==> config.mk <==
export PLATFORM = sky130hd
export DESIGN_NAME = ppil_regs
export DESIGN_NICKNAME = d
export VERILOG_FILES = /design/src/logic/ppil_pkg.sv /design/src/logic/ppil_chan_path.sv /design/src/logic/ppil_regs.sv
export SDC_FILE = /design/constraint.sdc
export NUM_CORES = 1
export LEC_CHECK = 0
export BUFFER_PORTS_ARGS = -buffer_cell sky130_fd_sc_hd__buf_2
export CAP_MARGIN = 20
export CORE_AREA = 2 2 151 153
export DETAILED_ROUTE_END_ITERATION = 8
export DIE_AREA = 0 0 153 155
export HOLD_SLACK_MARGIN = 0.08
export PLACE_DENSITY = 0.92
export SYNTH_ARGS = -nofsm -noshare
export SYNTH_HDL_FRONTEND = slang
export SYNTH_SLANG_ARGS = --single-unit
export TNS_END_PERCENT = 10
==> constraint.sdc <==
create_clock -name i_sys_clk -period 4.4 [get_ports i_sys_clk]
set_input_delay 0.22 -clock i_sys_clk [delete_from_list [all_inputs] [get_ports i_sys_clk]]
set_output_delay 0.22 -clock i_sys_clk [all_outputs]
set_load 0.05 [all_outputs]
==> src/logic/ppil_pkg.sv <==
// ppil_pkg: constants for the pair emphasis, idle and loopback bank.
// assumes a Clause 22 management frame decoded on the 20 MHz system clock.
//
// How it works
// - pair registers bits 15:12 read zero, ignore writes
// - pair emphasis bits 11:10, resets high
// - override bit makes pair use own level
// - 0x13 low bits hold second idle character
// - 0x14 low bits hold first alternate idle
// - 0x15 low bits hold second alternate idle
// - pair registers reset 0x0C50, 0x0DBC, 0x0C50
// - loopback bits 15:8 enable serial loopback
// - serial loopback returns transmit data to receive
// - serial loopback tristates outputs, ignores serial input
// - serial loopback enable ORed with loop pin
// - loopback bits 7:0 enable far-end loopback
// - global emphasis level applies without override
// - codec steering is global enable input OR pin
package ppil_pkg;

  // ************************************************************
  // register offsets
  // ************************************************************
  localparam logic [4:0] OFF_PAIR_CD = 5'h13;
  localparam logic [4:0] OFF_PAIR_EF = 5'h14;
  localparam logic [4:0] OFF_PAIR_GH = 5'h15;
  localparam logic [4:0] OFF_LOOP = 5'h16;

  // ************************************************************
  // field layout and reset values
  // ************************************************************
  localparam int PAIR_W = 12;            // bits 11:0 stored, 15:12 zero
  localparam int EMPH_HI = 11;
  localparam int EMPH_LO = 10;
  localparam int OVR_BIT = 9;
  localparam int IDLE_HI = 8;
  localparam int SER_LB_LO = 8;
  localparam logic [11:0] RST_PAIR_CD = 12'hC50;
  localparam logic [11:0] RST_PAIR_EF = 12'hDBC;
  localparam logic [11:0] RST_PAIR_GH = 12'hC50;
  localparam logic [15:0] RST_LOOP = 16'h0000;

  // ************************************************************
  // management frame
  // ************************************************************
  localparam logic [5:0] PREAMBLE_LEN = 6'h20;
  localparam logic [1:0] OP_WRITE = 2'h1;
  localparam logic [1:0] OP_READ = 2'h2;
  localparam logic [5:0] LAST_ADDR_BIT = 6'h09;
  localparam logic [5:0] LAST_DATA_BIT = 6'h0F;

  typedef enum logic [6:0] {
    ST_PRE = 7'h01,
    ST_START = 7'h02,
    ST_OP = 7'h04,
    ST_ADDR = 7'h08,
    ST_TA = 7'h10,
    ST_DATA = 7'h20,
    ST_SKIP = 7'h40
  } ppil_mdio_e;

endpackage

==> src/logic/ppil_chan_path.sv <==
// ppil_chan_path: one channel's loopback steering and emphasis level.
// assumes parallel and deserialized data are on the system clock.
`timescale 1ns/1ps
module ppil_chan_path (
  input wire logic i_sys_clk,
  input wire logic i_resetn,
  input wire logic i_ser_loop,
  input wire logic i_far_loop,
  input wire logic [1:0] i_emph_level,
  input wire logic [9:0] i_tx_par,
  input wire logic [9:0] i_rx_deser,
  output logic [9:0] o_rx_par,
  output logic [9:0] o_ser_tx,
  output logic o_ser_tx_oe,
  output logic [1:0] o_emph_level
);

  // ************************************************************
  // path selection
  // ************************************************************
  // serial loopback owns the parallel side when both are set
  wire logic [9:0] rx_sel = i_ser_loop ? i_tx_par : i_rx_deser;
  // far end sends received data back out the serializer
  wire logic [9:0] tx_sel = i_far_loop ? i_rx_deser : i_tx_par;

  // registered outputs
  always_ff @(posedge i_sys_clk) begin
    if (!i_resetn) begin
      o_rx_par <= 10'h000;
      o_ser_tx <= 10'h000;
      o_ser_tx_oe <= 1'b0;
      o_emph_level <= 2'h3;
    end else begin
      o_rx_par <= rx_sel;
      o_ser_tx <= tx_sel;
      o_ser_tx_oe <= ~i_ser_loop;
      o_emph_level <= i_emph_level;
    end
  end

endmodule // ppil_chan_path

==> src/logic/ppil_regs.sv <==
// ppil_regs: management registers 0x13..0x16 with the channel paths.
// assumes mdc, mdio, loop and codec pins are asynchronous pins; the
// global enable, global level and pair A/B fields come from logic.
`timescale 1ns/1ps
module ppil_regs (
  input wire logic i_sys_clk,
  input wire logic i_resetn,
  input wire logic i_mdc,
  input wire logic i_mdio,
  input wire logic [4:0] i_phy_addr,
  input wire logic i_loop_pin,
  input wire logic i_encoder_pin,
  input wire logic i_global_encoder_enable,
  input wire logic [1:0] i_global_emphasis_level,
  input wire logic [1:0] i_pair_ab_emphasis_level,
  input wire logic i_pair_ab_emphasis_override,
  input wire logic [79:0] i_tx_par,
  input wire logic [79:0] i_rx_deser,
  output logic o_mdio,
  output logic o_mdio_oe,
  output logic [79:0] o_rx_par,
  output logic [79:0] o_ser_tx,
  output logic [7:0] o_ser_tx_oe,
  output logic [15:0] o_emphasis_level,
  output logic o_codec_path_en,
  output logic [8:0] o_second_idle_char,
  output logic [8:0] o_first_alt_idle_char,
  output logic [8:0] o_second_alt_idle_char
);

  // ************************************************************
  // helpers
  // ************************************************************
  // pick the pair level or the global level
  function automatic logic [1:0] emph_sel(input logic ovr,
                                          input logic [1:0] pair_lvl,
                                          input logic [1:0] glob_lvl);
    emph_sel = ovr ? pair_lvl : glob_lvl;
  endfunction

  // ************************************************************
  // pin synchronisers
  // ************************************************************
  logic [1:0] mdc_s_r;
  logic [1:0] mdio_s_r;
  logic [1:0] loop_s_r;
  logic [1:0] enc_s_r;
  logic [4:0] phy_s1_r;
  logic [4:0] phy_s2_r;
  logic mdc_d_r;

  // two stages per pin, then an edge history on mdc
  // mdc stages reset high: a pin idling high or low then shows no
  // false rising edge as reset lets go
  always_ff @(posedge i_sys_clk) begin
    if (!i_resetn) begin
      mdc_s_r <= 2'h3;
      mdio_s_r <= 2'h3;
      loop_s_r <= 2'h0;
      enc_s_r <= 2'h0;
      phy_s1_r <= 5'h00;
      phy_s2_r <= 5'h00;
      mdc_d_r <= 1'b1;
    end else begin
      mdc_s_r <= {mdc_s_r[0], i_mdc};
      mdio_s_r <= {mdio_s_r[0], i_mdio};
      loop_s_r <= {loop_s_r[0], i_loop_pin};
      enc_s_r <= {enc_s_r[0], i_encoder_pin};
      phy_s1_r <= i_phy_addr;
      phy_s2_r <= phy_s1_r;
      mdc_d_r <= mdc_s_r[1];
    end
  end

  wire logic mdc_rise = mdc_s_r[1] & ~mdc_d_r;
  wire logic bit_in = mdio_s_r[1];

  // ************************************************************
  // register storage
  // ************************************************************
  logic [11:0] pair_cd_preemph_idle_two_r;
  logic [11:0] pair_ef_preemph_alt_idle_one_r;
  logic [11:0] pair_gh_preemph_alt_idle_two_r;
  logic [15:0] loopback_control_r;

  logic wr_en;
  logic [4:0] wr_addr;
  logic [15:0] wr_data;

  // only bits 11:0 of the pair words are stored
  // a write lands in the cycle after the rise that samples bit 0;
  // other device addresses and unmapped offsets store nothing
  always_ff @(posedge i_sys_clk) begin
    if (!i_resetn) begin
      pair_cd_preemph_idle_two_r <= ppil_pkg::RST_PAIR_CD;
      pair_ef_preemph_alt_idle_one_r <= ppil_pkg::RST_PAIR_EF;
      pair_gh_preemph_alt_idle_two_r <= ppil_pkg::RST_PAIR_GH;
      loopback_control_r <= ppil_pkg::RST_LOOP;
    end else if (wr_en) begin
      if (wr_addr == ppil_pkg::OFF_PAIR_CD)
        pair_cd_preemph_idle_two_r <= wr_data[11:0];
      if (wr_addr == ppil_pkg::OFF_PAIR_EF)
        pair_ef_preemph_alt_idle_one_r <= wr_data[11:0];
      if (wr_addr == ppil_pkg::OFF_PAIR_GH)
        pair_gh_preemph_alt_idle_two_r <= wr_data[11:0];
      if (wr_addr == ppil_pkg::OFF_LOOP)
        loopback_control_r <= wr_data;
    end
  end

  // read mux, upper pair bits forced to zero
  // unmapped offsets are never driven, so the wire shows its pull-up
  wire logic [4:0] rd_addr;
  wire logic rd_mapped = (rd_addr >= ppil_pkg::OFF_PAIR_CD) &&
                         (rd_addr <= ppil_pkg::OFF_LOOP);
  wire logic [15:0] rd_word =
    (rd_addr == ppil_pkg::OFF_PAIR_CD) ?
      {4'h0, pair_cd_preemph_idle_two_r} :
    (rd_addr == ppil_pkg::OFF_PAIR_EF) ?
      {4'h0, pair_ef_preemph_alt_idle_one_r} :
    (rd_addr == ppil_pkg::OFF_PAIR_GH) ?
      {4'h0, pair_gh_preemph_alt_idle_two_r} :
    (rd_addr == ppil_pkg::OFF_LOOP) ? loopback_control_r : 16'h0000;

  // ************************************************************
  // management frame engine
  // ************************************************************
  ppil_pkg::ppil_mdio_e state_r;
  logic [5:0] cnt_r;
  logic [1:0] op_r;
  logic [9:0] addr_r;
  logic [15:0] sh_r;
  logic mdio_r;
  logic mdio_oe_r;

  wire logic [9:0] addr_next = {addr_r[8:0], bit_in};
  wire logic phy_hit = (addr_r[9:5] == phy_s2_r);
  wire logic is_read = (op_r == ppil_pkg::OP_READ);
  wire logic data_last = (cnt_r == ppil_pkg::LAST_DATA_BIT);
  assign rd_addr = addr_r[4:0];
  assign wr_en = mdc_rise && (state_r == ppil_pkg::ST_DATA) && data_last &&
                 !is_read && phy_hit;
  assign wr_addr = addr_r[4:0];
  assign wr_data = {sh_r[14:0], bit_in};

  // one step per rising mdc edge
  // preamble counts ones up to 32; a zero after them starts the frame
  // a bad start or opcode falls back to hunting for a new preamble
  always_ff @(posedge i_sys_clk) begin
    if (!i_resetn) begin
      state_r <= ppil_pkg::ST_PRE;
      cnt_r <= 6'h00;
      op_r <= 2'h0;
      addr_r <= 10'h000;
      sh_r <= 16'h0000;
      mdio_r <= 1'b1;
      mdio_oe_r <= 1'b0;
    end else if (mdc_rise) begin
      case (state_r)
        ppil_pkg::ST_PRE: begin
          if (bit_in) begin
            if (cnt_r != ppil_pkg::PREAMBLE_LEN)
              cnt_r <= cnt_r + 6'h01;
          end else begin
            if (cnt_r == ppil_pkg::PREAMBLE_LEN)
              state_r <= ppil_pkg::ST_START;
            cnt_r <= 6'h00;
          end
        end
        ppil_pkg::ST_START: begin
          state_r <= bit_in ? ppil_pkg::ST_OP : ppil_pkg::ST_PRE;
          cnt_r <= 6'h00;
        end
        ppil_pkg::ST_OP: begin
          op_r <= {op_r[0], bit_in};
          cnt_r <= cnt_r + 6'h01;
          if (cnt_r[0]) begin
            cnt_r <= 6'h00;
            if (({op_r[0], bit_in} == ppil_pkg::OP_READ) ||
                ({op_r[0], bit_in} == ppil_pkg::OP_WRITE))
              state_r <= ppil_pkg::ST_ADDR;
            else
              state_r <= ppil_pkg::ST_PRE;
          end
        end
        ppil_pkg::ST_ADDR: begin
          addr_r <= addr_next;
          cnt_r <= cnt_r + 6'h01;
          if (cnt_r == ppil_pkg::LAST_ADDR_BIT) begin
            cnt_r <= 6'h00;
            state_r <= ppil_pkg::ST_TA;
          end
        end
        ppil_pkg::ST_TA: begin
          cnt_r <= cnt_r + 6'h01;
          if (!cnt_r[0]) begin
            // the first turnaround bit stays with the station
            // drive zero in the second turnaround bit
            if (is_read && phy_hit && rd_mapped) begin
              mdio_oe_r <= 1'b1;
              mdio_r <= 1'b0;
            end
            sh_r <= rd_word;
          end else begin
            cnt_r <= 6'h00;
            state_r <= ppil_pkg::ST_DATA;
            mdio_r <= sh_r[15];
            sh_r <= {sh_r[14:0], 1'b0};
          end
        end
        ppil_pkg::ST_DATA: begin
          cnt_r <= cnt_r + 6'h01;
          if (is_read) begin
            mdio_r <= sh_r[15];
            sh_r <= {sh_r[14:0], 1'b0};
          end else begin
            sh_r <= wr_data;
          end
          if (data_last) begin
            cnt_r <= 6'h00;
            mdio_oe_r <= 1'b0;
            mdio_r <= 1'b1;
            state_r <= ppil_pkg::ST_PRE;
          end
        end
        default: begin
          cnt_r <= 6'h00;
          mdio_oe_r <= 1'b0;
          state_r <= ppil_pkg::ST_PRE;
        end
      endcase
    end
  end

  assign o_mdio = mdio_r;
  assign o_mdio_oe = mdio_oe_r;

  // ************************************************************
  // effective enables and levels
  // ************************************************************
  // register bit or the loop pin, per channel
  // pins pass two stages, so they act two cycles after a register bit
  wire logic [7:0] ser_loop_eff =
    loopback_control_r[15:8] | {8{loop_s_r[1]}};
  // far-end bits taken as written; pairing is up to software
  wire logic [7:0] far_loop_eff = loopback_control_r[7:0];
  wire logic codec_eff = i_global_encoder_enable | enc_s_r[1];

  wire logic [1:0] lvl_ab = emph_sel(i_pair_ab_emphasis_override,
    i_pair_ab_emphasis_level, i_global_emphasis_level);
  wire logic [1:0] lvl_cd = emph_sel(
    pair_cd_preemph_idle_two_r[ppil_pkg::OVR_BIT],
    pair_cd_preemph_idle_two_r[ppil_pkg::EMPH_HI:ppil_pkg::EMPH_LO],
    i_global_emphasis_level);
  wire logic [1:0] lvl_ef = emph_sel(
    pair_ef_preemph_alt_idle_one_r[ppil_pkg::OVR_BIT],
    pair_ef_preemph_alt_idle_one_r[ppil_pkg::EMPH_HI:ppil_pkg::EMPH_LO],
    i_global_emphasis_level);
  wire logic [1:0] lvl_gh = emph_sel(
    pair_gh_preemph_alt_idle_two_r[ppil_pkg::OVR_BIT],
    pair_gh_preemph_alt_idle_two_r[ppil_pkg::EMPH_HI:ppil_pkg::EMPH_LO],
    i_global_emphasis_level);
  wire logic [7:0] lvl_pairs = {lvl_gh, lvl_ef, lvl_cd, lvl_ab};

  // codec steering flag follows the effective enable
  always_ff @(posedge i_sys_clk) begin
    if (!i_resetn)
      o_codec_path_en <= 1'b0;
    else
      o_codec_path_en <= codec_eff;
  end

  // idle fields straight from the stored words
  // these are flop bits, so the outputs need no extra stage
  assign o_second_idle_char =
    pair_cd_preemph_idle_two_r[ppil_pkg::IDLE_HI:0];
  assign o_first_alt_idle_char =
    pair_ef_preemph_alt_idle_one_r[ppil_pkg::IDLE_HI:0];
  assign o_second_alt_idle_char =
    pair_gh_preemph_alt_idle_two_r[ppil_pkg::IDLE_HI:0];

  // ************************************************************
  // channel paths, A at index 0 up to H at 7
  // ************************************************************
  // both channels of a pair read the same two-bit level slice
  genvar ch;
  generate
    for (ch = 0; ch < 8; ch++) begin : g_chan
      ppil_chan_path u_path (
        .i_sys_clk(i_sys_clk),
        .i_resetn(i_resetn),
        .i_ser_loop(ser_loop_eff[ch]),
        .i_far_loop(far_loop_eff[ch]),
        .i_emph_level(lvl_pairs[2*(ch/2) +: 2]),
        .i_tx_par(i_tx_par[10*ch +: 10]),
        .i_rx_deser(i_rx_deser[10*ch +: 10]),
        .o_rx_par(o_rx_par[10*ch +: 10]),
        .o_ser_tx(o_ser_tx[10*ch +: 10]),
        .o_ser_tx_oe(o_ser_tx_oe[ch]),
        .o_emph_level(o_emphasis_level[2*ch +: 2])
      );
    end
  endgenerate

endmodule // ppil_regs

Word-level counts from Yosys, hierarchy flattened
Index checks and enable logic that the tools add are counted.

storage, ports and cells
  register bits after elaboration = 291
  bits in latches = 0
  bits in writable memories = 0
  memory bits (read-only) = 0
  input bits = 177
  output and inout port bits = 214
  word-level logic and storage cells = 166
  memories kept = 0

cells by class
  add/subtract/negate cells = 1
  $mul = 0
  div/mod/pow operators = 0
  magnitude comparators = 2
  eq/ne operators = 29
  shifts and indexed selects = 0
  multiplexer cells = 51
  bitwise operators = 13
  reduce and logical (&&, ||, !) cells = 23

operators by type and width
  operator            number
  $mux 10             16
  $mux 16             5
  $mux 7              6
  $pmux 7 s6          1
  $pmux 16 s2         1
  $mux 6              5
  $pmux 6 s4          1
  $eq 5x5->1 const B  4
  $ne 2x2->1 const B  8
  $reduce_and 2->1    8
  $eq 6x4->1 const B  2
  $not 1->1           10
  $ne 3x3->1 const B  3
  $mux 1              8
  $mux 2              4
  $or 8x8->8          1
  $eq 7x1->1 const B  1
  $eq 7x2->1 const B  1
  $eq 7x3->1 const B  1
  $eq 7x4->1 const B  1
  $eq 7x5->1 const B  1
  $eq 7x6->1 const B  1
  $logic_and 1x1->1   7
  $reduce_and 7->1    1
  other kinds (21)    22

Longest topological paths before layout
Gate-level depths: netlist of run 1.

  depth after elaboration = 7
  depth in mapped cells = 9
  gate-level depth less buffers = 7

Hierarchy
A second synthesis of run 1 with hierarchy kept.

second synthesis, totals
  cell total of the unflattened synthesis = 1,172
  area total of the unflattened synthesis = 12,189.2 sq um

modules (own cells, without submodules)
  module          instances  cells each  area an instance (sq um)
  ppil_chan_path  8          70          833.3
  ppil_regs       1          612         5,522.8

Worst setup path after synthesis of run 1
No wires, ideal clock.

  kind = register to register
  start point = reg state_r[0]
  end point = reg state_r[0]
  library setup time = 121 ps
  arrival time = 1,925 ps
  setup slack = 2,354 ps
  cell stages (with the launch flop) = 7
  clock period less this slack = 2,046 ps
  cells stage by stage = dfxtp_1 clkbuf_1 or4b_1 a211o_1 and3_1 nand3_2 mux2_2

on the way
  longest elaborated chain between the ends = 3

ends and longest elaborated chain
  what                                RTL line          text
  start, declared                     ppil_regs.sv:128  ppil_pkg::ppil_mdio_e state_r;
  start signal, assigned              ppil_regs.sv:151  state_r <= ppil_pkg::ST_PRE;
  start signal, assigned              ppil_regs.sv:166  state_r <= ppil_pkg::ST_START;
  start signal, assigned              ppil_regs.sv:171  state_r <= bit_in ? ppil_pkg::ST_OP : ppil_pkg::ST_PRE;
  $eq 7x4->1 (tied with other cells)  ppil_regs.sv:159  case (state_r)
  $ne 2x2->1 (no source line)         --
  $reduce_and 7->1 (no source line)   --

Parallel ways exist; a longest one is shown, timed or not.
A chain may end at the register's enable or synchronous reset.

Worst setup path after layout of run 1
  start point = reg cnt_r[0]
  end point = reg pair_gh_preemph_alt_idle_two_r[1]

on the way
  longest elaborated chain between the ends = 5

ends and longest elaborated chain
  what                               RTL line          text
  start, declared                    ppil_regs.sv:129  logic [5:0] cnt_r;
  start signal, assigned             ppil_regs.sv:163  cnt_r <= cnt_r + 6'h01;
  start signal, assigned             ppil_regs.sv:176  cnt_r <= cnt_r + 6'h01;
  start signal, assigned             ppil_regs.sv:188  cnt_r <= cnt_r + 6'h01;
  $eq 6x4->1                         ppil_regs.sv:139  wire logic data_last = (cnt_r == ppil_pkg::LAST_DATA_BIT);
  $logic_and 1x1->1 (2 in a row)     ppil_regs.sv:141  assign wr_en = mdc_rise && (state_r == ppil_pkg::ST_DATA) && data_last &&
  $logic_and 1x1->1                  ppil_regs.sv:142  !is_read && phy_hit;
  $reduce_and 2->1 (no source line)  --
  end signal, assigned               ppil_regs.sv:97   pair_gh_preemph_alt_idle_two_r <= ppil_pkg::RST_PAIR_GH;
  end signal, assigned               ppil_regs.sv:105  pair_gh_preemph_alt_idle_two_r <= wr_data[11:0];
  end, declared                      ppil_regs.sv:83   logic [11:0] pair_gh_preemph_alt_idle_two_r;

Every way passes these cells.

==> Flow_metrics.wiki, run 1 <==
{| class="wikitable"
! Metric !! Value
|-
| Cell count of the worst reg-to-reg path || 6
|-
| Remaining antenna violation count || 0
|-
| Library cell used as clock root buffer || sky130_fd_sc_hd__clkbuf_16
|-
| Number of antenna violations at the first check in global routing || 8
|-
| Drt pass-1 iters || 6
|-
| Vias after detailed routing || between 10000 and 15000
|-
| Leftover overflow at the end of global routing || 0
|-
| Initial standard-cell utilization of the core || 0.525
|-
| End of the worst hold path || mdc_s_r[1]
|-
| Hold Vio Cnt, Final || 0
|-
| DPL Wire Length || between 20 and 30 mm
|-
| Detailed Route WL || between 40 and 50 mm
|-
| Time the worst path needs with I/O delays and setup || between 3000 and 4000 ps
|-
| Final number of max-transition violations || 0
|-
| Part of the Yosys area used for sequential elements || 0.497
|-
| Reg2reg end || pair_gh_preemph_alt_idle_two_r[1]
|-
| Routed wire per std cell || around 23 µm
|-
| TritonCTS clock tree || yes
|-
| Unrepaired setup endpoints after global routing || no
|-
| Mean instance size in the synthesized netlist || 8.98 µm²
|-
| Static power due to leakage || just under 0.008 µW
|-
| Global-route wire length before repair || 74.3 mm
|-
| Number of distinct library cell variants in the gate-level netlist after synthesis || 60
|-
| Outcome || complete, no violations
|-
| Post-cts gate resize count || 0
|-
| Max Fclk || approximately 320 MHz
|-
| Worst Path Arrival || about 3500 ps
|-
| Area growth, synth to finish || 46.2%
|-
| Largest net degree at the start of global routing || 133
|-
| Final-layout setup total negative slack || 0 ps
|-
| Placer Congestion || between 0.9 and 1
|-
| Post-synthesis async set-or-reset flop share || 0
|-
| Startpoint of the tightest hold check path || i_resetn
|-
| WP data required || just under 5000 ps
|-
| Endpoints failing setup || 0
|-
| Fraction of final layout cells sized beyond drive strength 1 || 0.252
|-
| Class of the tightest hold or removal check || in2reg
|-
| Core box area || approximately 0.022 mm²
|-
| Max cap viols || 0
|-
| Worst reg2reg startpoint || cnt_r[0]
|-
| Syn Std Cell Area || ~0.012 mm²
|-
| Die Y || roughly 160 µm
|-
| R2R setup slack || 1310 ps
|-
| Clock-pin slew on the worst setup and hold paths || roughly 70 ps
|-
| Critical Path Source Type || flop
|-
| Hold Path Stages || 2
|-
| Dominant synthesized flop cell || sky130_fd_sc_hd__dfxtp_1
|-
| Power per standard cell area || approximately 390 mW/mm²
|-
| Detail-routed via count per cell || between 5 and 6
|-
| Number of placement rows || 55
|-
| Total global-route track usage || 0.396
|-
| Critical path peak fanout || 12
|-
| Maximum buffer depth of the clock tree || 3
|-
| Slew at the pin with the worst max-slew slack || between 1000 and 1500 ps
|-
| Share of the core filled with cells || 0.768
|-
| Count of synthesis-stage warnings from yosys || 0
|-
| Worst skew pair latency || approximately 550 ps
|-
| Endpoint kind of the worst setup timing path || flop
|-
| Syn Nets || 1481
|-
| Port Buffers || 390
|-
| DRC violation total after the first TritonRoute iteration || between 1000 and 1500
|-
| Number of synthesized register bits || 290
|-
| Net total in the final layout || between 2000 and 2500
|-
| Number of global-route vias before repair || 13300
|-
| Remaining max-slew budget at the tightest pin || 0.316
|-
| Skew final || ~10 ps
|-
| Total CTS buffers || 28
|-
| Width of the die || around 150 µm
|-
| CTS H-tree lvls || 1
|-
| Clock sinks || just under 300
|-
| Number of flops mapped to enable cells by yosys || 0
|-
| Total die area || 0.0237 mm²
|-
| Number of design rule violations left after detail routing || 0
|-
| Start-to-end type of the worst setup path || reg2reg
|-
| Final period utilization || 0.702
|-
| I/O pins || 391
|-
| Post-Syn Instances || 1300
|-
| VDD IR max || ~0.00033 V
|}
per-layer routing:
metal / up-vias / wire length (µm) / track usage
li1: 5463 / - / -
met1: 5858 / 16700 / 0.420
met2: 1012 / 22800 / 0.649
met3: 377 / 5140 / 0.136
met4: 8 / 4420 / 0.306
met5: - / 54 / 0
layout by cell type (no fill, tap or decap), types with 20 or more instances in the layout:
cell type and instances:
sky130_fd_sc_hd__nor2_1 149, sky130_fd_sc_hd__a21oi_1 96, sky130_fd_sc_hd__and2_1 21, sky130_fd_sc_hd__clkbuf_16 29
sky130_fd_sc_hd__dlygate4sd3_1 256, sky130_fd_sc_hd__nand2b_1 20, sky130_fd_sc_hd__dfxtp_1 290, sky130_fd_sc_hd__mux2i_1 159
sky130_fd_sc_hd__buf_2 391, sky130_fd_sc_hd__nand2_1 257
what timing repair did:
action	4_1_cts	5_1_grt
hold buffers	256	0
setup buffers	0	0
hold endpoints to repair	178	0
layout make-up:
cell class,count,area [µm²]
Antenna cell,5,12.5
Clock buffer,35,808
Clock inverter,16,309
Fill cell,1226,5160
Inverter,4,20.0
Multi-Input combinational cell,880,5200
Sequential cell,290,5810
Tap cell,285,357
Timing Repair Buffer,651,4550
metrics by stage:
stage	std cells	setup slack, ps	hold WS [ps]	instance area [µm²]	power [µW]
detailed placement	1853	1460	392	13400	3580
global placement	1853	1610	395	13400	3560
floorplan	1300	2350	321	11700	3340
CTS	2160	1410	180	17000	6600
finish	2166	1310	177	17100	6710
global route	2165	1170	215	17100	6850
power breakdown:
| group | internal [µW] | leakage, µW | switching (µW) | total, µW |
|---|---|---|---|---|
| Combinational | 346 | 0.00485 | 685 | 1030 |
| Sequential | 2730 | 0.00239 | 49.7 | 2780 |
| Clock | 1820 | 0.000556 | 1080 | 2900 |
| Total | 4900 | 0.00780 | 1810 | 6710 |
worst max-delay path: stages (launching register included):
cell	delay, ps
sky130_fd_sc_hd__dfxtp_1	520
sky130_fd_sc_hd__ha_1	240
sky130_fd_sc_hd__nand3_1	150
sky130_fd_sc_hd__or2_1	310
sky130_fd_sc_hd__nor4_2	550
sky130_fd_sc_hd__nand3_1	790
sky130_fd_sc_hd__mux2i_1	420
kinds of logic (layout without fill, tap and decap cells):
family,count (synthesis),after routing,share of synthesized area
buffers and inverters,130,706,0.0575
DFF,290,290,0.497
adders and majority gates,4,4,0.00429
and+or+nand+nor,530,530,0.201
xor gates and xnor gates,11,11,0.00825
other,0,5,0
muxes,160,160,0.137
AOI/OAI and AO/OA,175,175,0.0942
worst max-delay path by stage:
stage | start | endpoint | slack (ps) | depth (start not counted)
after CTS | cnt_r[0] | pair_gh_preemph_alt_idle_two_r[3] | 1410 | 6
after global placement | cnt_r[0] | pair_gh_preemph_alt_idle_two_r[0] | 1610 | 6
final | cnt_r[0] | pair_gh_preemph_alt_idle_two_r[1] | 1310 | 6
after detailed placement | cnt_r[0] | pair_gh_preemph_alt_idle_two_r[3] | 1460 | 6
after global routing | cnt_r[0] | pair_gh_preemph_alt_idle_two_r[3] | 1170 | 6
after floorplan | state_r[0] | state_r[0] | 2350 | 6
state kept, by name (all words and copies together) (netlist names), 5 cells and up:
| register | count |
|---|---|
| g_chan.u_path.o_rx_par | 80 |
| g_chan.u_path.o_ser_tx | 80 |
| loopback_control_r | 16 |
| sh_r | 16 |
| pair_cd_preemph_idle_two_r | 12 |
| pair_ef_preemph_alt_idle_one_r | 12 |
| pair_gh_preemph_alt_idle_two_r | 12 |
| addr_r | 10 |
| g_chan.u_path.o_emph_level | 8 |
| g_chan.u_path.o_ser_tx_oe | 8 |
| cnt_r | 6 |
| state_r | 6 |
| phy_s1_r | 5 |
| phy_s2_r | 5 |
synth_stat cells (all sizes together) (16+ instances only):
master | n | share of area
buf | 62 | 0.036
or2 | 16 | 0.0086
mux2i | 159 | 0.14
clkbuf | 64 | 0.021
and2 | 21 | 0.011
nor2 | 149 | 0.048
o21ai | 18 | 0.0077
a21oi | 96 | 0.041
o211ai | 16 | 0.010
nand3 | 18 | 0.0081
dfxtp | 290 | 0.50
nand2 | 257 | 0.083
nand2b | 20 | 0.011
Note: power is estimated with default switching activity, not from simulation.
==> run 2: changes to the inputs <==
- CORE_AREA: 2 2 151 153 -> default
- CORE_UTILIZATION: default -> 46
- DIE_AREA: 0 0 153 155 -> default
- PLACE_DENSITY: 0.92 -> 0.86
- clock period: 4.4 -> 2.7 ns (I/O delays scaled with it)
==> run 2 against run 1 <==
Sequential power is 62% higher; non-clock buffer count up 32; cell area is 1.8% higher; utilization down 6.2 points.
==> Flow_metrics.wiki, run 2 (same netlist as run 1, synthesis figures left out) <==
{| class="wikitable"
! Metric !! Value
|-
| Worst skew pair latency || between 500 and 600 ps
|-
| Clock sinks || between 200 and 300
|-
| Max cap viols || 0
|-
| Static power due to leakage || 0.00794 µW
|-
| Cell Count Post-Placement || 1922
|-
| Area growth, synth to finish || 48.8%
|-
| Unrepaired setup endpoints after global routing || no
|-
| Combined area of the multi-input logic cells || between 0.005 and 0.006 mm²
|-
| VDD IR max || approximately 0.00052 V
|-
| Global-route wire length before repair || between 70 and 80 mm
|-
| Delay-heaviest family, CP || simple AND/OR/NAND/NOR gates
|-
| Power per standard cell area || around 620 mW/mm²
|-
| Fraction of final layout cells sized beyond drive strength 1 || 0.263
|-
| Largest net degree at the start of global routing || just under 90
|-
| Number of antenna violations at the first check in global routing || 5
|-
| Worst Path Buf+Inv || 1
|-
| Remaining antenna violation count || 0
|-
| Outcome || complete, no violations
|-
| CTS H-tree lvls || 1
|-
| Total CTS buffers || 30
|-
| Total die area || 0.0260 mm²
|-
| Maximum buffer depth of the clock tree || 3
|-
| Final-layout setup total negative slack || 0 ps
|-
| Slew at the pin with the worst max-slew slack || ~880 ps
|-
| Time the worst path needs with I/O delays and setup || between 2000 and 3000 ps
|-
| Share of the core filled with cells || 0.706
|-
| Highest-count cells in the layout ignoring fill and taps || sky130_fd_sc_hd__buf_2, sky130_fd_sc_hd__dfxtp_1, sky130_fd_sc_hd__dlygate4sd3_1
|-
| Class of the tightest hold or removal check || in2reg
|-
| Core box area || around 0.025 mm²
|-
| Crit path cell chain || nor2_1 -> nand2_1 -> a21oi_1 -> dlygate4sd3_1
|-
| Detailed Route WL || ~46 mm
|-
| Die Y || about 160 µm
|-
| Library cell used as clock root buffer || sky130_fd_sc_hd__clkbuf_16
|-
| Number of global-route vias before repair || roughly 13000
|-
| DPL Wire Length || between 20 and 30 mm
|-
| Start-to-end type of the worst setup path || reg2reg
|-
| Detail-routed via count per cell || between 5 and 6
|-
| Width of the die || ~160 µm
|-
| Routed wire per std cell || a little over 20 µm
|-
| Skew final || between 20 and 25 ps
|-
| Commonest non-fill, non-tap cell in the layout || sky130_fd_sc_hd__buf_2
|-
| Register area || approximately 0.0058 mm²
|-
| WP data required || 3190 ps
|-
| Total global-route track usage || 0.342
|-
| TritonCTS clock tree || yes
|-
| Clock-pin slew on the worst setup and hold paths || approximately 70 ps
|-
| Biggest registers after layout || g_chan.u_path.o_rx_par (80), g_chan.u_path.o_ser_tx (80)
|-
| Final period utilization || 0.954
|-
| I/O pins || 391
|-
| Net total in the final layout || 2070
|-
| Initial standard-cell utilization of the core || 0.474
|-
| Final cell count without fillers || around 2200
|-
| Setup repair bufs after CTS || 0
|-
| Critical path's slowest cell || sky130_fd_sc_hd__nor2_1
|-
| Placer Congestion || slightly above 0.9
|-
| DRC violation total after the first TritonRoute iteration || between 1000 and 1500
|-
| Critical Path Source Type || flop
|-
| Drt pass-1 iters || 8
|-
| Remaining max-slew budget at the tightest pin || 0.413
|-
| Total of fill cells in the finished design || roughly 1600
|-
| Port Buffers || 390
|-
| Critical path peak fanout || 16
|-
| Leftover overflow at the end of global routing || 0
|-
| Max Fclk || about 390 MHz
|-
| Vias after detailed routing || between 10000 and 15000
|-
| Worst Path Arrival || about 3100 ps
|-
| Endpoints failing setup || 0
|-
| Endpoint kind of the worst setup timing path || flop
|-
| Final number of max-transition violations || 0
|-
| Number of placement rows || between 50 and 60
|-
| Largest stage delay on the critical path || 710 ps
|-
| Hold Vio Cnt, Final || 0
|-
| Number of design rule violations left after detail routing || 0
|-
| Hold slack || between 300 and 400 ps
|}
[run 2: tightest hold or removal path: cells and delay by family]
family	cells	cell delay, ps
buf+inv	2	610
simple gates	1	110
[run 2: path summary, 6_finish.rpt]
| path | startpoint | end | slack [ps] | cells past startpoint |
|---|---|---|---|---|
| max | loop_s_r[1] | g_chan[6].u_path.o_rx_par[7] | 120 | 4 |
| max reg2reg | loop_s_r[1] | g_chan[6].u_path.o_rx_par[7] | 120 | 4 |
| min | i_phy_addr[3] | phy_s1_r[3] | 330 | 3 |
| min reg2reg | mdc_s_r[0] | mdc_s_r[1] | 410 | 1 |
[run 2: what timing repair did]
action                    in CTS  in global routing
hold endpoints to repair     180                  0
gates resized for setup        0                  0
hold buffers                 259                  0
[run 2: per-layer routing]
layer | share of wire | global-route usage | vias up | routed length [µm]
met5 | 0.00085 | 0 | - | 39
met4 | 0.070 | 0.223 | 6 | 3220
met3 | 0.094 | 0.104 | 295 | 4320
met2 | 0.49 | 0.584 | 876 | 22300
met1 | 0.35 | 0.365 | 5791 | 15900
li1 | - | - | 5537 | -
[run 2: layout make-up]
type	count	area share
sequential	290	0.334
multi-input combinational	880	0.300
timing repair buffer	683	0.278
clock buffer	40	0.0488
tap	324	0.0233
clock inverter	16	0.0151
inverter	4	0.00115
antenna	2	0.000288
[run 2: power breakdown]
| part | switching [µW] | leakage [µW] | internal, µW |
|---|---|---|---|
| Combinational | 1100 | 0.00501 | 572 |
| Clock | 1800 | 0.000544 | 2800 |
| Sequential | 65.4 | 0.00239 | 4450 |
[run 2: metrics by stage]
step                      power [µW]  instance area (µm²)  setup WS (ps)
after floorplan                 5450                11700            654
after global placement          5820                13700            490
after detailed placement        5840                13700            444
after CTS                      10700                17400            430
after global routing           11100                17400            101
final                          10800                17400            123
==> run 3: changes to the inputs <==
- CORE_MARGIN: default -> 5
- CORE_UTILIZATION: 46 -> 45
- PLACE_DENSITY: 0.86 -> 0.84
==> run 3 against run 2 <==
Maximum frequency rose by 8.4%; combinational power barely moved; critical path type unchanged; clock power fell by 11%; global-route usage fell by 2.7 points; largest power group is now sequential cells; cell area fell by 0.95%; worst hold slack got worse by 220 ps; worst setup slack improved by 200 ps; first-iteration DRC count fell by 0.21%; largest cell class unchanged; clock-buffer cell count rose by 3; highest routed layer unchanged; via count rose by 0.93%; sequential share of layout area rose by 0.32 points.
==> Flow_metrics.wiki, run 3 (same netlist as run 1, synthesis figures left out) <==
{| class="wikitable"
! Metric !! Value
|-
| Final period utilization || 0.881
|-
| Crit path cell chain || ha_1 -> nand3_1 -> or2_1 -> nor4_2 -> nand3_1 -> buf_4 -> mux2i_1
|-
| Unrepaired setup endpoints after global routing || no
|-
| Leftover overflow at the end of global routing || 0
|-
| Final Total Pwr || roughly 10000 µW
|-
| Endpoints failing setup || 0
|-
| DPL Wire Length || between 20 and 30 mm
|-
| I/O pins || ~390
|-
| Die Y || about 170 µm
|-
| Largest stage delay on the critical path || 490 ps
|-
| Core box area || 0.0258 mm²
|-
| Share of the core filled with cells || 0.666
|-
| DRC violation total after the first TritonRoute iteration || roughly 1400
|-
| Net total in the final layout || roughly 2100
|-
| Total CTS buffers || 29
|-
| Total die area || slightly below 0.03 mm²
|-
| Width of the die || roughly 170 µm
|-
| Start-to-end type of the worst setup path || reg2reg
|-
| Maximum buffer depth of the clock tree || 3
|-
| Remaining max-slew budget at the tightest pin || 0.418
|-
| Detailed Route WL || a little under 50 mm
|-
| Hold Vio Cnt, Final || 0
|-
| Placer Congestion || ~0.9
|-
| Static power due to leakage || roughly 0.0078 µW
|-
| Fraction of final layout cells sized beyond drive strength 1 || 0.258
|-
| Highest-count cells in the layout ignoring fill and taps || sky130_fd_sc_hd__buf_2, sky130_fd_sc_hd__dfxtp_1, sky130_fd_sc_hd__nand2_1
|-
| Worst Path Arrival || approximately 2800 ps
|-
| Global-route wire length before repair || between 70 and 80 mm
|-
| Number of antenna violations at the first check in global routing || 13
|-
| Initial standard-cell utilization of the core || 0.452
|-
| Biggest registers after layout || g_chan.u_path.o_rx_par (80), g_chan.u_path.o_ser_tx (80)
|-
| Clock-pin slew on the worst setup and hold paths || about 60 ps
|-
| Routed wire per std cell || between 20 and 25 µm
|-
| Detail-routed via count per cell || 5.63
|-
| Worst skew pair latency || between 500 and 600 ps
|-
| Number of placement rows || between 50 and 60
|-
| Max cap viols || 0
|-
| Critical path peak fanout || 10
|-
| Vias after detailed routing || around 13000
|-
| Largest net degree at the start of global routing || 82
|-
| Power per standard cell area || ~600 mW/mm²
|-
| Time the worst path needs with I/O delays and setup || about 2400 ps
|-
| Setup repair bufs after CTS || 0
|-
| Outcome || complete, no violations
|-
| Class of the tightest hold or removal check || in2reg
|-
| Total global-route track usage || 0.315
|-
| CTS H-tree lvls || 1
|-
| TritonCTS clock tree || yes
|-
| Final-layout setup total negative slack || 0 ps
|-
| Port Buffers || 390
|-
| Commonest non-fill, non-tap cell in the layout || sky130_fd_sc_hd__buf_2
|-
| Number of design rule violations left after detail routing || 0
|-
| WP data required || roughly 3100 ps
|-
| Area growth, synth to finish || 47.4%
|-
| Number of global-route vias before repair || 12900
|-
| Worst Path Buf+Inv || 1
|-
| Endpoint kind of the worst setup timing path || flop
|-
| Delay-heaviest family, CP || simple AND/OR/NAND/NOR gates
|-
| Most prevalent standard cell on the critical path || sky130_fd_sc_hd__nand3_1
|-
| Clock sinks || a little under 300
|-
| Slew at the pin with the worst max-slew slack || around 870 ps
|-
| Remaining antenna violation count || 0
|-
| Final number of max-transition violations || 0
|-
| Critical Path Source Type || flop
|-
| Library cell used as clock root buffer || sky130_fd_sc_hd__clkbuf_16
|-
| Total of fill cells in the finished design || 1800
|-
| Critical path's slowest cell || sky130_fd_sc_hd__nor4_2
|-
| VDD IR max || ~0.00057 V
|-
| Skew final || around 16 ps
|-
| Max Fclk || around 420 MHz
|-
| Drt pass-1 iters || 8
|}
## run 3: power by group
| group | leakage (µW) | switching [µW] | internal, µW | total (µW) |
|---|---|---|---|---|
| Clock | 0.000467 | 1680 | 2400 | 4080 |
| Sequential | 0.00239 | 81.0 | 4450 | 4530 |
| Combinational | 0.00498 | 1100 | 570 | 1670 |
| Total | 0.00784 | 2870 | 7420 | 10300 |
## run 3: path summary, 6_finish.rpt
kind | startpoint | endpoint | slack (ps) | cells after the start
min reg2reg | mdc_s_r[0] | mdc_s_r[1] | 410 | 1
max reg2reg | cnt_r[1] | pair_gh_preemph_alt_idle_two_r[1] | 320 | 7
max | cnt_r[1] | pair_gh_preemph_alt_idle_two_r[1] | 320 | 7
min | i_resetn | mdio_s_r[0] | 100 | 3
## run 3: timing repair
item,CTS,global route
gates resized for setup,0,1
hold endpoints to repair,178,0
hold buffers,256,0
endpoints found under the setup margin,0,1
## run 3: worst register-to-register path, delay by kind of cell (launching register included)
kind / cells / cell delay [ps]
and+or+nand+nor: 4 / 1190
DFF: 1 / 430
buffers and inverters: 1 / 270
adders and majority gates: 1 / 230
muxes: 1 / 150
## run 3: area by class of cell
class | count | area, µm² | area share
well taps | 335 | 419 | 0.0244
clock buffers | 43 | 828 | 0.0481
flip-flops and latches | 290 | 5810 | 0.337
clock inverters | 8 | 123 | 0.00713
diodes | 7 | 17.5 | 0.00102
repair buffers | 676 | 4790 | 0.278
multi-input cells | 880 | 5210 | 0.303
inverters | 4 | 20.0 | 0.00116
## run 3: stage by stage
step                      std cells  setup WS (ps)  cell area (µm²)  hold slack [ps]
after global routing           2239            179            17200              115
after global placement         1929            449            13700              315
after CTS                      2236            365            17200             86.5
final                          2243            322            17200              101
after floorplan                1300            654            11700              236
after detailed placement       1929            393            13700              320
## run 3: layer usage
layer	vias up	wire length (µm)	track usage
met1	5836	16700	0.343
li1	5511	-	-
met2	938	22700	0.519
met4	12	3340	0.185
met3	324	5540	0.125
met5	-	87	0.00669
